--- config.mk ---
export PLATFORM = sky130hd
export DESIGN_NAME = nc_host_cmd
export DESIGN_NICKNAME = d
export VERILOG_FILES = /design/src/hw/nc_pkg.sv /design/src/hw/nc_mem.sv /design/src/hw/nc_bitrev.sv /design/src/hw/nc_host_cmd.sv
export SDC_FILE = /design/constraint.sdc
export NUM_CORES = 1
export LEC_CHECK = 0
export ABC_AREA = 1
export BUFFER_PORTS_ARGS = -buffer_cell sky130_fd_sc_hd__buf_4
export CORE_ASPECT_RATIO = 0.5
export CORE_UTILIZATION = 49
export CTS_BUF_LIST = sky130_fd_sc_hd__clkbuf_4
export DETAILED_ROUTE_END_ITERATION = 10
export GPL_ROUTABILITY_DRIVEN = 0
export PLACE_DENSITY = 0.71
export SLEW_MARGIN = 20
export SYNTH_ARGS = -nofsm -noshare
export SYNTH_HDL_FRONTEND = slang
export SYNTH_HIERARCHICAL = 1
export SYNTH_SLANG_ARGS = --single-unit
--- constraint.sdc ---
create_clock -name clk -period 3.2 [get_ports clk]
set_clock_uncertainty 0.05 [all_clocks]
set_input_delay 0.64 -clock clk [delete_from_list [all_inputs] [get_ports clk]]
set_output_delay 0.64 -clock clk [all_outputs]
set_load 0.03 [all_outputs]
--- src/hw/nc_pkg.sv ---
// Purpose: shared constants and types for the host command interpreter.
// Assumes: function and status codes are written in hex; their octal names sit beside them.
// Notes: register offsets are even byte addresses of 16-bit registers on the plain register port.
package nc_pkg;
  // ==========================================================
  // register map
  localparam logic [2:0] REG_BUF_ADDR = 3'h0;
  localparam logic [2:0] REG_BYTE_COUNT = 3'h2;
  localparam logic [2:0] REG_CTRL_STATUS = 3'h4;
  localparam logic [2:0] REG_TX_LEVEL = 3'h6;
  localparam int CMD_LSB = 8;
  localparam int FN_W = 6;
  // ==========================================================
  // function codes (octal 31, 32, 33-37, 40, 41-47, 50, 51)
  localparam logic [5:0] FN_COLL_REPORT = 6'h19;
  localparam logic [5:0] FN_MAINT = 6'h1A;
  localparam logic [5:0] FN_ILL_LO = 6'h1B;
  localparam logic [5:0] FN_ILL_HI = 6'h1F;
  localparam logic [5:0] FN_RXQ_SUPPLY = 6'h20;
  localparam logic [5:0] FN_RSV_LO = 6'h21;
  localparam logic [5:0] FN_RSV_HI = 6'h27;
  localparam logic [5:0] FN_TX_LOAD = 6'h28;
  localparam logic [5:0] FN_TX_SEND = 6'h29;
  // ==========================================================
  // completion status (octal 00, 02, 05, 17)
  localparam logic [3:0] ST_OK = 4'h0;
  localparam logic [3:0] ST_ILLEGAL = 4'h2;
  localparam logic [3:0] ST_SIZE = 4'h5;
  localparam logic [3:0] ST_NXM = 4'hF;
  // ==========================================================
  // limits and layouts
  localparam logic [16:0] TX_LIMIT = 17'h005E4;
  localparam logic [15:0] MAINT_MAX = 16'h0800;
  localparam logic [4:0] RXQ_FULL = 5'h10;
  localparam int RXQ_DEPTH = 16;
  localparam int RXQ_ENTRY_W = 34;
  localparam int COLL_DEPTH = 16;
  localparam logic [15:0] COLL_RES_MASK = 16'hFFF8;
  localparam logic [2:0] CHAIN_ALIGN_MASK = 3'h7;
  localparam logic [15:0] COLL_LEN_MAX = 16'h0020;
  localparam int BIT_TIME_NS = 100;
  localparam logic [17:0] WORD_STEP = 18'h00002;
  localparam logic [15:0] RESET_WORD = 16'h0000;
  // ==========================================================
  // sequencer states
  typedef enum logic [3:0] {
    S_IDLE, S_COLL, S_MAINT, S_PROBE, S_TX,
    S_RX_POP, S_RX_HDR, S_RX_LEN, S_RX_DATA, S_RX_DROP
  } nc_state_t;
endpackage

--- src/hw/nc_mem.sv ---
// Purpose: small synchronous memory with one write and one registered read port.
// Assumes: single clock; read returns the old word when read and write meet.
// Notes: contents are undefined until written.
`timescale 1ns/10ps
module nc_mem #(
  parameter int WIDTH = 16,
  parameter int DEPTH = 16,
  parameter int AW = $clog2(DEPTH)
) (
  input wire logic clk,
  input wire logic wrEn,
  input wire logic [AW-1:0] wrAddr,
  input wire logic [WIDTH-1:0] wrData,
  input wire logic [AW-1:0] rdAddr,
  output logic [WIDTH-1:0] rdData
);
  logic [WIDTH-1:0] mem [DEPTH];

  always_ff @(posedge clk) begin
    if (wrEn) begin
      mem[wrAddr] <= wrData;
    end
    rdData <= mem[rdAddr];
  end
endmodule

--- src/hw/nc_bitrev.sv ---
// Purpose: reverses the bit order of a word.
// Assumes: purely combinational.
// Notes: used on check-sequence words of received frames.
`timescale 1ns/10ps
module nc_bitrev #(
  parameter int WIDTH = 16
) (
  input wire logic [WIDTH-1:0] din,
  output logic [WIDTH-1:0] dout
);
  always_comb begin
    dout = din;
    for (int i = 0; i < WIDTH; i++) begin
      dout[i] = din[WIDTH-1-i];
    end
  end
endmodule

--- src/hw/nc_host_cmd.sv ---
// Purpose: host command interpreter and word DMA engine, function codes 31 to 51 (octal).
// Assumes: host memory port, receive stream and transmit fifo all run on clk.
// Notes: all state but the queue and delay memories lives in one packed struct registered once per clock.
// Notes on behaviour
// - collision report ends with status 00, or 17 on a memory fault.
// - report starts with a length word of twice the collision count, 0 to 32.
// - each delay entry counts bit times at 8-bit resolution, 100 ns each.
// - code 32 writes up to 2048 bytes to the buffer; 00 or 17.
// - codes 33 to 37 do nothing and return illegal status 02.
// - codes 41 to 47 also return illegal status 02.
// - code 40 appends address and count to a 16-entry receive queue.
// - a ready received frame pops the oldest queue entry and is written there.
// - supply receive buffer returns 00, 05 if the queue is full, or 17 if its first word faults.
// - a short buffer whose count is a multiple of 8 chains into the next.
// - frame status byte: bits 7-3 zero, bit 2 lost, 1 alignment, 0 crc.
// - frame length word counts header, data and crc, not the pad byte.
// - odd frames carry one undefined filler byte beyond the counted length.
// - delivered check sequence has its bits in reversed order.
// - data field of 46 to 1500 bytes follows addresses and type.
// - a frame lost to a full fifo sets the lost flag of the next frame.
// - code 50 loads host data into the transmit fifo without sending.
// - loading returns 05 when fifo bytes plus buffer bytes exceed 1508.
// - successful load returns 00; a memory fault aborts with 17.
// - code 51 loads the buffer and then sends the whole frame.
`timescale 1ns/10ps
module nc_host_cmd
  import nc_pkg::*;
(
  input wire logic clk,
  input wire logic rstn,
  input wire logic [2:0] regAddr,
  input wire logic [15:0] regWdata,
  input wire logic regWr,
  input wire logic regRd,
  output logic [15:0] regRdata,
  output logic dmaReq,
  output logic dmaWe,
  output logic [17:0] dmaAddr,
  output logic [15:0] dmaWdata,
  input wire logic [15:0] dmaRdata,
  input wire logic dmaAck,
  input wire logic dmaNxm,
  input wire logic [4:0] collCount,
  input wire logic collWr,
  input wire logic [3:0] collIdx,
  input wire logic [15:0] collBits,
  input wire logic rxValid,
  input wire logic [15:0] rxData,
  input wire logic rxLast,
  input wire logic rxCrcWord,
  input wire logic [10:0] rxLen,
  input wire logic rxCrcErr,
  input wire logic rxAlignErr,
  input wire logic rxLost,
  output logic rxTake,
  output logic txValid,
  output logic [15:0] txData,
  output logic txSend,
  output logic txPurge
);
  // ==========================================================
  // state
  typedef struct packed {
    nc_state_t st;
    logic [15:0] bar;
    logic [15:0] byte_count_reg;
    logic [7:0] cmd;
    logic busy;
    logic done;
    logic [3:0] status;
    logic [15:0] rdata;
    logic dmaReq;
    logic dmaWe;
    logic [17:0] dmaAddr;
    logic [15:0] dmaWdata;
    logic [17:0] ptr;
    logic [15:0] rem;
    logic [4:0] idx;
    logic [3:0] qHead;
    logic [3:0] qTail;
    logic [4:0] qCount;
    logic [11:0] txLevel;
    logic txValid;
    logic [15:0] txData;
    logic txSend;
    logic txPurge;
    logic rxTake;
    logic lostPend;
    logic chainOk;
    logic lastSeen;
    logic hdrDone;
  } nc_core_t;

  nc_core_t s;
  nc_core_t n;
  logic dmaFin;
  logic fin;
  logic [3:0] finCode;
  logic dmaGo;
  logic goWe;
  logic [15:0] goData;
  logic [5:0] fn;
  logic [16:0] txSum;
  logic qWr;
  logic [RXQ_ENTRY_W-1:0] qRd;
  logic [15:0] collRd;
  logic [15:0] rxRev;

  function automatic logic [15:0] remDec(input logic [15:0] r);
    remDec = (r < 16'h0002) ? 16'h0000 : r - 16'h0002;
  endfunction

  // ==========================================================
  // receive queue and collision delay store
  assign qWr = (s.st == S_PROBE) && dmaFin && !dmaNxm;

  nc_mem #(.WIDTH(RXQ_ENTRY_W), .DEPTH(RXQ_DEPTH)) rxQueue (
    .clk(clk),
    .wrEn(qWr),
    .wrAddr(s.qTail),
    .wrData({s.ptr, s.byte_count_reg}),
    .rdAddr(n.qHead),
    .rdData(qRd)
  );

  nc_mem #(.WIDTH(16), .DEPTH(COLL_DEPTH)) collStore (
    .clk(clk),
    .wrEn(collWr),
    .wrAddr(collIdx),
    .wrData(collBits & COLL_RES_MASK),
    .rdAddr(n.idx[3:0]),
    .rdData(collRd)
  );

  nc_bitrev #(.WIDTH(16)) crcFlip (
    .din(rxData),
    .dout(rxRev)
  );

  assign fn = s.cmd[FN_W-1:0];
  assign txSum = {5'h00, s.txLevel} + {1'b0, s.byte_count_reg};
  assign dmaFin = s.dmaReq && (dmaAck || dmaNxm);

  // ==========================================================
  // next state
  always_comb begin
    n = s;
    fin = 1'b0;
    finCode = ST_OK;
    dmaGo = 1'b0;
    goWe = 1'b1;
    goData = RESET_WORD;
    n.rdata = RESET_WORD;
    n.txValid = 1'b0;
    n.txSend = 1'b0;
    n.txPurge = 1'b0;
    n.rxTake = 1'b0;
    if (dmaFin) begin
      n.dmaReq = 1'b0;
    end
    // register port
    if (regRd) begin
      case (regAddr)
        REG_BUF_ADDR: n.rdata = s.bar;
        REG_BYTE_COUNT: n.rdata = s.byte_count_reg;
        REG_CTRL_STATUS: n.rdata = {s.cmd, s.done, s.busy, 2'b00, s.status};
        REG_TX_LEVEL: n.rdata = {4'h0, s.txLevel};
        default: n.rdata = RESET_WORD;
      endcase
    end
    if (regWr && !s.busy) begin
      case (regAddr)
        REG_BUF_ADDR: n.bar = regWdata;
        REG_BYTE_COUNT: n.byte_count_reg = regWdata;
        REG_CTRL_STATUS: begin
          n.cmd = regWdata[CMD_LSB +: 8];
          n.busy = 1'b1;
          n.done = 1'b0;
        end
        default: n.bar = s.bar;
      endcase
    end
    case (s.st)
      S_IDLE: begin
        if (s.busy) begin
          n.ptr = {s.cmd[7:6], s.bar};
          n.idx = 5'h00;
          if (fn == FN_COLL_REPORT) begin
            n.st = S_COLL;
            dmaGo = 1'b1;
            goData = {10'h000, collCount, 1'b0};
          end else if (fn == FN_MAINT) begin
            n.rem = (s.byte_count_reg > MAINT_MAX) ? MAINT_MAX : s.byte_count_reg;
            n.st = S_MAINT;
          end else if (fn == FN_RXQ_SUPPLY) begin
            if (s.qCount == RXQ_FULL) begin
              fin = 1'b1;
              finCode = ST_SIZE;
            end else begin
              n.st = S_PROBE;
              dmaGo = 1'b1;
              goWe = 1'b0;
            end
          end else if (fn == FN_TX_LOAD || fn == FN_TX_SEND) begin
            if (txSum > TX_LIMIT) begin
              fin = 1'b1;
              finCode = ST_SIZE;
              n.txLevel = 12'h000;
              n.txPurge = 1'b1;
            end else begin
              n.rem = s.byte_count_reg;
              n.st = S_TX;
            end
          end else begin
            fin = 1'b1;
            finCode = ST_ILLEGAL;
          end
        end else if (rxValid && s.qCount != 5'h00 && !s.rxTake) begin
          n.hdrDone = 1'b0;
          n.st = S_RX_POP;
        end
      end
      S_COLL: begin
        if (dmaFin) begin
          if (dmaNxm) begin
            fin = 1'b1;
            finCode = ST_NXM;
          end else begin
            n.ptr = s.ptr + WORD_STEP;
            if (s.idx == collCount) begin
              fin = 1'b1;
              finCode = ST_OK;
            end else begin
              dmaGo = 1'b1;
              goData = collRd;
              n.idx = s.idx + 5'h01;
            end
          end
        end
      end
      S_MAINT: begin
        if (dmaFin) begin
          if (dmaNxm) begin
            fin = 1'b1;
            finCode = ST_NXM;
          end else begin
            n.ptr = s.ptr + WORD_STEP;
            n.rem = remDec(s.rem);
          end
        end else if (!s.dmaReq) begin
          if (s.rem == 16'h0000) begin
            fin = 1'b1;
            finCode = ST_OK;
          end else begin
            dmaGo = 1'b1;
          end
        end
      end
      S_PROBE: begin
        if (dmaFin) begin
          fin = 1'b1;
          finCode = dmaNxm ? ST_NXM : ST_OK;
          if (!dmaNxm) begin
            n.qTail = s.qTail + 4'h1;
            n.qCount = s.qCount + 5'h01;
          end
        end
      end
      S_TX: begin
        if (dmaFin) begin
          if (dmaNxm) begin
            fin = 1'b1;
            finCode = ST_NXM;
          end else begin
            n.txValid = 1'b1;
            n.txData = dmaRdata;
            n.txLevel = s.txLevel + ((s.rem == 16'h0001) ? 12'h001 : 12'h002);
            n.rem = remDec(s.rem);
            n.ptr = s.ptr + WORD_STEP;
          end
        end else if (!s.dmaReq) begin
          if (s.rem == 16'h0000) begin
            fin = 1'b1;
            finCode = ST_OK;
            if (fn == FN_TX_SEND) begin
              n.txSend = 1'b1;
              n.txLevel = 12'h000;
            end
          end else begin
            dmaGo = 1'b1;
            goWe = 1'b0;
          end
        end
      end
      S_RX_POP: begin
        n.ptr = qRd[RXQ_ENTRY_W-1:16];
        n.rem = qRd[15:0];
        n.chainOk = (qRd[2:0] & CHAIN_ALIGN_MASK) == 3'h0;
        n.qHead = s.qHead + 4'h1;
        n.qCount = s.qCount - 5'h01;
        if (!s.hdrDone) begin
          n.st = S_RX_HDR;
          n.lastSeen = 1'b0;
          n.lostPend = 1'b0;
          dmaGo = 1'b1;
          goData = {8'h00, 5'h00, s.lostPend, rxAlignErr, rxCrcErr};
        end else begin
          n.st = S_RX_DATA;
        end
      end
      S_RX_HDR: begin
        if (dmaFin) begin
          n.ptr = s.ptr + WORD_STEP;
          n.rem = remDec(s.rem);
          n.st = dmaNxm ? S_RX_DROP : S_RX_LEN;
          dmaGo = !dmaNxm;
          goData = {5'h00, rxLen};
        end
      end
      S_RX_LEN: begin
        if (dmaFin) begin
          n.ptr = s.ptr + WORD_STEP;
          n.rem = remDec(s.rem);
          n.hdrDone = 1'b1;
          n.st = dmaNxm ? S_RX_DROP : S_RX_DATA;
        end
      end
      S_RX_DATA: begin
        if (dmaFin) begin
          n.ptr = s.ptr + WORD_STEP;
          n.rem = remDec(s.rem);
          if (s.lastSeen) begin
            n.st = S_IDLE;
          end else if (dmaNxm) begin
            n.st = S_RX_DROP;
          end
        end else if (!s.dmaReq && !s.rxTake) begin
          if (s.rem < 16'h0002) begin
            if (!s.chainOk) begin
              n.st = S_RX_DROP;
            end else if (s.qCount != 5'h00) begin
              n.st = S_RX_POP;
            end
          end else if (rxValid) begin
            n.rxTake = 1'b1;
            n.lastSeen = rxLast;
            dmaGo = 1'b1;
            goData = rxCrcWord ? rxRev : rxData;
          end
        end
      end
      S_RX_DROP: begin
        if (rxValid && !s.rxTake) begin
          n.rxTake = 1'b1;
          if (rxLast) begin
            n.st = S_IDLE;
          end
        end
      end
      default: n.st = S_IDLE;
    endcase
    if (rxLost) begin
      n.lostPend = 1'b1;
    end
    if (fin) begin
      n.busy = 1'b0;
      n.done = 1'b1;
      n.status = finCode;
      n.st = S_IDLE;
    end
    if (dmaGo) begin
      n.dmaReq = 1'b1;
      n.dmaWe = goWe;
      n.dmaAddr = n.ptr;
      n.dmaWdata = goData;
    end
  end

  always_ff @(posedge clk or negedge rstn) begin
    if (!rstn) begin
      s <= '0;
    end else begin
      s <= n;
    end
  end

  // ==========================================================
  // outputs
  assign regRdata = s.rdata;
  assign dmaReq = s.dmaReq;
  assign dmaWe = s.dmaWe;
  assign dmaAddr = s.dmaAddr;
  assign dmaWdata = s.dmaWdata;
  assign rxTake = s.rxTake;
  assign txValid = s.txValid;
  assign txData = s.txData;
  assign txSend = s.txSend;
  assign txPurge = s.txPurge;

  // ==========================================================
  // checks
  coll_len_a: assert property (
    @(posedge clk) disable iff (!rstn)
    s.st == S_IDLE && s.busy && fn == FN_COLL_REPORT
    |=> s.dmaReq && s.dmaWdata <= COLL_LEN_MAX && s.dmaWdata[0] == 1'b0)
    else $error("collision length word out of range");

  coll_res_a: assert property (
    @(posedge clk) disable iff (!rstn)
    s.st == S_COLL && s.dmaReq && s.idx != 5'h00 |-> s.dmaWdata[2:0] == 3'h0)
    else $error("collision entry finer than eight bits");

  maint_cap_a: assert property (
    @(posedge clk) disable iff (!rstn)
    s.st == S_MAINT |-> s.rem <= MAINT_MAX)
    else $error("maintenance transfer exceeds cap");

  illegal_code_a: assert property (
    @(posedge clk) disable iff (!rstn)
    regWr && regAddr == REG_CTRL_STATUS && !s.busy && s.st == S_IDLE && !rxValid
    && regWdata[CMD_LSB +: FN_W] >= FN_ILL_LO && regWdata[CMD_LSB +: FN_W] <= FN_ILL_HI
    |-> ##2 (s.done && !s.busy && s.status == ST_ILLEGAL))
    else $error("reserved code not answered with illegal status");

  queue_depth_a: assert property (
    @(posedge clk) disable iff (!rstn)
    s.qCount <= RXQ_FULL && !(qWr && s.qCount == RXQ_FULL))
    else $error("receive queue overfilled");

  frame_status_a: assert property (
    @(posedge clk) disable iff (!rstn)
    s.st == S_RX_HDR && s.dmaReq |-> s.dmaWdata[15:3] == 13'h0000)
    else $error("frame status upper bits not zero");

  nxm_abort_a: assert property (
    @(posedge clk) disable iff (!rstn)
    dmaFin && dmaNxm && (s.st == S_COLL || s.st == S_TX || s.st == S_PROBE)
    |=> s.done && !s.busy && s.status == ST_NXM && s.st == S_IDLE)
    else $error("memory fault did not abort with status 17");

  tx_size_a: assert property (
    @(posedge clk) disable iff (!rstn)
    s.st == S_IDLE && s.busy && (fn == FN_TX_LOAD || fn == FN_TX_SEND) && txSum > TX_LIMIT
    |=> s.status == ST_SIZE && s.txPurge && s.txLevel == 12'h000 ##1 !s.txPurge)
    else $error("oversize load not refused with status 05");

  send_done_a: assert property (
    @(posedge clk) disable iff (!rstn)
    s.txSend |-> s.done && s.status == ST_OK && $past(s.st) == S_TX && fn == FN_TX_SEND)
    else $error("frame sent without a completed load and send");

  lost_keep_a: assert property (
    @(posedge clk) disable iff (!rstn)
    rxLost |=> s.lostPend)
    else $error("lost frame event dropped");

  done_flag_a: assert property (
    @(posedge clk) disable iff (!rstn)
    $fell(s.busy) |-> s.done && s.st == S_IDLE)
    else $error("command finished without completion flag");
endmodule

==> impl_metrics.yaml <==
global_route:
  grt.overflow.total: 0
  all_layer_global_routing_usage_pct: 25.7
  maximum_number_of_pins_on_one_net_before_global_route_repair: 146
  grt_pass1_vias: 34500
  grt_antenna_before_repair: 3
  grt_first_pass_wirelength_mm: 193
timing:
  layout_min_cycle_time_ns: 3.05
  fmaxAchievable_mhz: 327
  slew_viol_final: 0
  final_clock_period_utilization_by_the_worst_path_pct: 95.5
  final-setup-viol-count: 0
  timing.slew.headroom_pct: 37.3
  worst_setup_slack_after_layout_ns: 0.145
  whs_ns: 0.107
  timing_worst_slew_pin_value_ns: 0.941
  report.final.hold_viol_count: 0
final_layout:
  syn2layout_area_growth_pct: 15.8
  finalNetCount: 5423
  final_cell_count_no_fill: 6757
  ratio_of_cells_with_drive_above_1_in_the_final_layout_pct: 15.1
worst_setup_path:
  setup.reg_to_reg.worst_slack_ns: 0.15
  rr_startpoint: "fn[0]"
  r2r_end: "dmaWdata[14]"
  critPathLaunchType: "flop"
  setup.worst_path.end_class: "flop"
  worstPathMaxFanout: 21
  worst_r2r_path_depth: 13
  crit_type: "flop to flop"
  worstPathArrival_ns: 4.00
  required_arrival_time_at_the_worst_endpoint_ns: 4.15
clocking:
  cts.clk_slew.worst_paths_ns: 0.08
  root_buffer: "sky130_fd_sc_hd__clkbuf_4"
  cts_htree_levels: 4
  tritoncts: "yes"
  clk-insertion-delay-late_ns: 1.16
  clock_path_buffers: 3
  clock_sinks: 1039
  cts_made_buffers: 230
pwr:
  p_sw_share_pct: 40.8
  seqPwrFrac_pct: 38.5
  leak_nw: 24.6
  power.combinational.fraction_pct: 38.4
  clockPowerShare_pct: 23.1
  max-vdd-ir-drop_uv: 888
  pwr_density_cell_mw_per_mm2: 864
  power_switching_w: 0.0192
  cellInternalPower_w: 0.0279
placement:
  numPortBuffers: 168
  hpwl_mm: 73.9
  worst_slack_at_placement_ns: 0.0970
  placed_cells_incl_taps: 6217
drt:
  antenna_left: 0
  detail_route.vias_per_cell: 5.27
  wirelength_mm: 125
  total_drc_errors_in_the_routed_layout: 0
  drt-wirelength-per-cell_um: 18.6
  detail_route.first_pass.iterations: 6
  detailedRoute.firstIterationViolations: 3920
  route.vias.total: 35600
logic_synthesis:
  netlist_instances: 4877
  postSynthRegisterBits: 1039
  synth-async-reset-ratio_pct: 18.2
  ys_warn_count: 6
  synthFlopType: "sky130_fd_sc_hd__edfxtp_1"
  synth_area_per_cell_um2: 9.65
  seq_area_frac_synth_pct: 63.2
  number_of_flops_mapped_to_enable_cells_by_yosys: 800
  netlist_area_mm2: 0.0471
  yosys.cell_types.count: 71
hold_path:
  holdCritPathClass: "primary input to flop"
  timing.hold.worst_path_depth: 5
  hold_path_startpoint: "rxCrcWord"
  hold_end: "dmaWdata[1]"
outcome:
  run_status: "finished, final reports clean"
floorplanning:
  num_rows: 79
  core_mm2: 0.0941
  design.portCount: 172
  die_h_um: 221
  die_area_mm2: 0.0974
  chipWidth_um: 440
  start_util_pct: 50.0
run:
  drv.max_cap_violation_count: 0
-- metal layers --
layer	vias to the layer above	wire length [µm]	track usage (%)
li1	16700	-	-
met1	16700	50400	34.1
met2	1811	58300	39.9
met5	-	0	0
met3	349	11700	5.48
met4	0	5110	13.0
-- stage by stage --
stage	setup TNS [ns]	area, µm²	total power (W)	utilization, %
floorplan	-167.47	47300	0.0304	-
global placement	0	50300	0.0353	53.4
detailed placement	0	50300	0.0358	53.4
CTS	0	54400	0.0468	57.8
global route	-0.0171	54500	0.0498	57.9
finish	0	54500	0.0471	57.9
-- worst max-delay path, stage by stage, from the launching register on --
cell	delay, ns
sky130_fd_sc_hd__dfrtp_1	0.40
sky130_fd_sc_hd__inv_1	0.16
sky130_fd_sc_hd__nand3_1	0.11
sky130_fd_sc_hd__nor2_1	0.25
sky130_fd_sc_hd__inv_1	0.13
sky130_fd_sc_hd__a21oi_1	0.30
sky130_fd_sc_hd__o21ai_0	0.18
sky130_fd_sc_hd__nand2_1	0.09
sky130_fd_sc_hd__nand3b_4	0.19
sky130_fd_sc_hd__nor2_4	0.07
sky130_fd_sc_hd__buf_12	0.16
sky130_fd_sc_hd__nand2_1	0.07
sky130_fd_sc_hd__o311ai_0	0.13
sky130_fd_sc_hd__dlygate4sd3_1	0.61
-- what timing repair did --
action / in CTS / in global routing
gates resized for setup: 0 / 15
hold buffers: 100 / 0
endpoints found under the setup margin: 0 / 12
endpoints found under the hold margin: 454 / 0
buffers inserted: 0 / 3
-- power by group through the flow --
stage | Combinational, W | Sequential [W] | Clock, W
finish | 0.0181 | 0.0181 | 0.0109
global route | 0.0199 | 0.0182 | 0.0118
CTS | 0.0178 | 0.0180 | 0.0111
detailed placement | 0.0175 | 0.0183 | 0
global placement | 0.0170 | 0.0183 | 0
floorplan | 0.0125 | 0.0179 | 0
-- flip-flops by register name, indices dropped and copies added, names as in the netlist, 6 cells and up --
| register | flops |
|---|---|
| rxQueue/mem | 544 |
| s | 111 |
| txData | 16 |
| fn | 6 |
| dmaAddr | 18 |
| dmaWdata | 16 |
| collStore/rdData | 16 |
| regRdata | 16 |
| rxQueue/rdData | 34 |
| collStore/mem | 256 |
-- how the worst max path moves through the flow --
stage / startpoint / endpoint / slack, ns / cells after the start
floorplan: dmaReq / rxQueue/mem[12][0] / -0.35 / 6
global placement: collCount[4] / collStore/rdData[2] / 0.15 / 18
detailed placement: collCount[4] / collStore/rdData[2] / 0.1 / 18
CTS: s[188] / dmaWdata[11] / 0.04 / 14
global route: s[61] / s[32] / -0.02 / 17
finish: fn[0] / dmaWdata[14] / 0.15 / 13
-- layout by cell type, fill, tap and decap left out, drive strengths merged, types with 12 or more instances in the layout --
master / instances
nand2: 1511
edfxtp: 800
inv: 793
nand3: 680
clkbuf: 378
buf: 326
dfrtp: 189
nor2: 183
o21ai: 111
dlygate4sd3: 100
dfxtp: 50
conb: 48
clkinv: 48
a21oi: 37
nor3: 28
xor2: 25
ha: 22
a221oi: 20
nand4: 19
a22oi: 12
o22ai: 12
o211ai: 12
-- cell usage after synthesis, types with 13 or more instances --
master	instances	share of area (%)
sky130_fd_sc_hd__dfrtp_1	189	10
sky130_fd_sc_hd__nor3_1	24	0.26
sky130_fd_sc_hd__edfxtp_1	800	51
sky130_fd_sc_hd__xor2_1	25	0.47
sky130_fd_sc_hd__inv_1	763	6.1
sky130_fd_sc_hd__buf_1	18	0.14
sky130_fd_sc_hd__nand3_1	679	7.2
sky130_fd_sc_hd__nor2_1	169	1.3
sky130_fd_sc_hd__nand4_1	18	0.24
sky130_fd_sc_hd__buf_2	98	1.0
sky130_fd_sc_hd__a21oi_1	32	0.34
sky130_fd_sc_hd__a221oi_1	20	0.37
sky130_fd_sc_hd__o21ai_0	87	0.92
sky130_fd_sc_hd__nand2_1	1501	12
sky130_fd_sc_hd__inv_2	22	0.18
sky130_fd_sc_hd__o21ai_1	13	0.14
sky130_fd_sc_hd__ha_1	22	0.58
sky130_fd_sc_hd__clkbuf_1	49	0.39
sky130_fd_sc_hd__buf_4	114	1.8
sky130_fd_sc_hd__dfxtp_1	50	2.1
-- layout make-up --
class                           count  area (µm²)
Antenna cell                        7        17.5
Clock buffer                      376        2820
Clock inverter                     53         317
Fill cell                        7788       39600
Inverter                          792        2990
Multi-Input combinational cell   2807       13100
Sequential cell                  1039       29800
Tap cell                         1255        1570
Timing Repair Buffer              428        3970
-- logic make-up after synthesis --
group / synth area share [%]
AND/OR/NAND/NOR: 22.0
buffers and inverters: 9.89
flip-flops: 63.2
AO/OA/AOI/OAI: 3.52
XOR/XNOR: 0.651
adder cells (fa/ha/maj): 0.712
other: 0.00797
multiplexers: 0.0239
No activity file was read; power rests on OpenSTA's default activity.
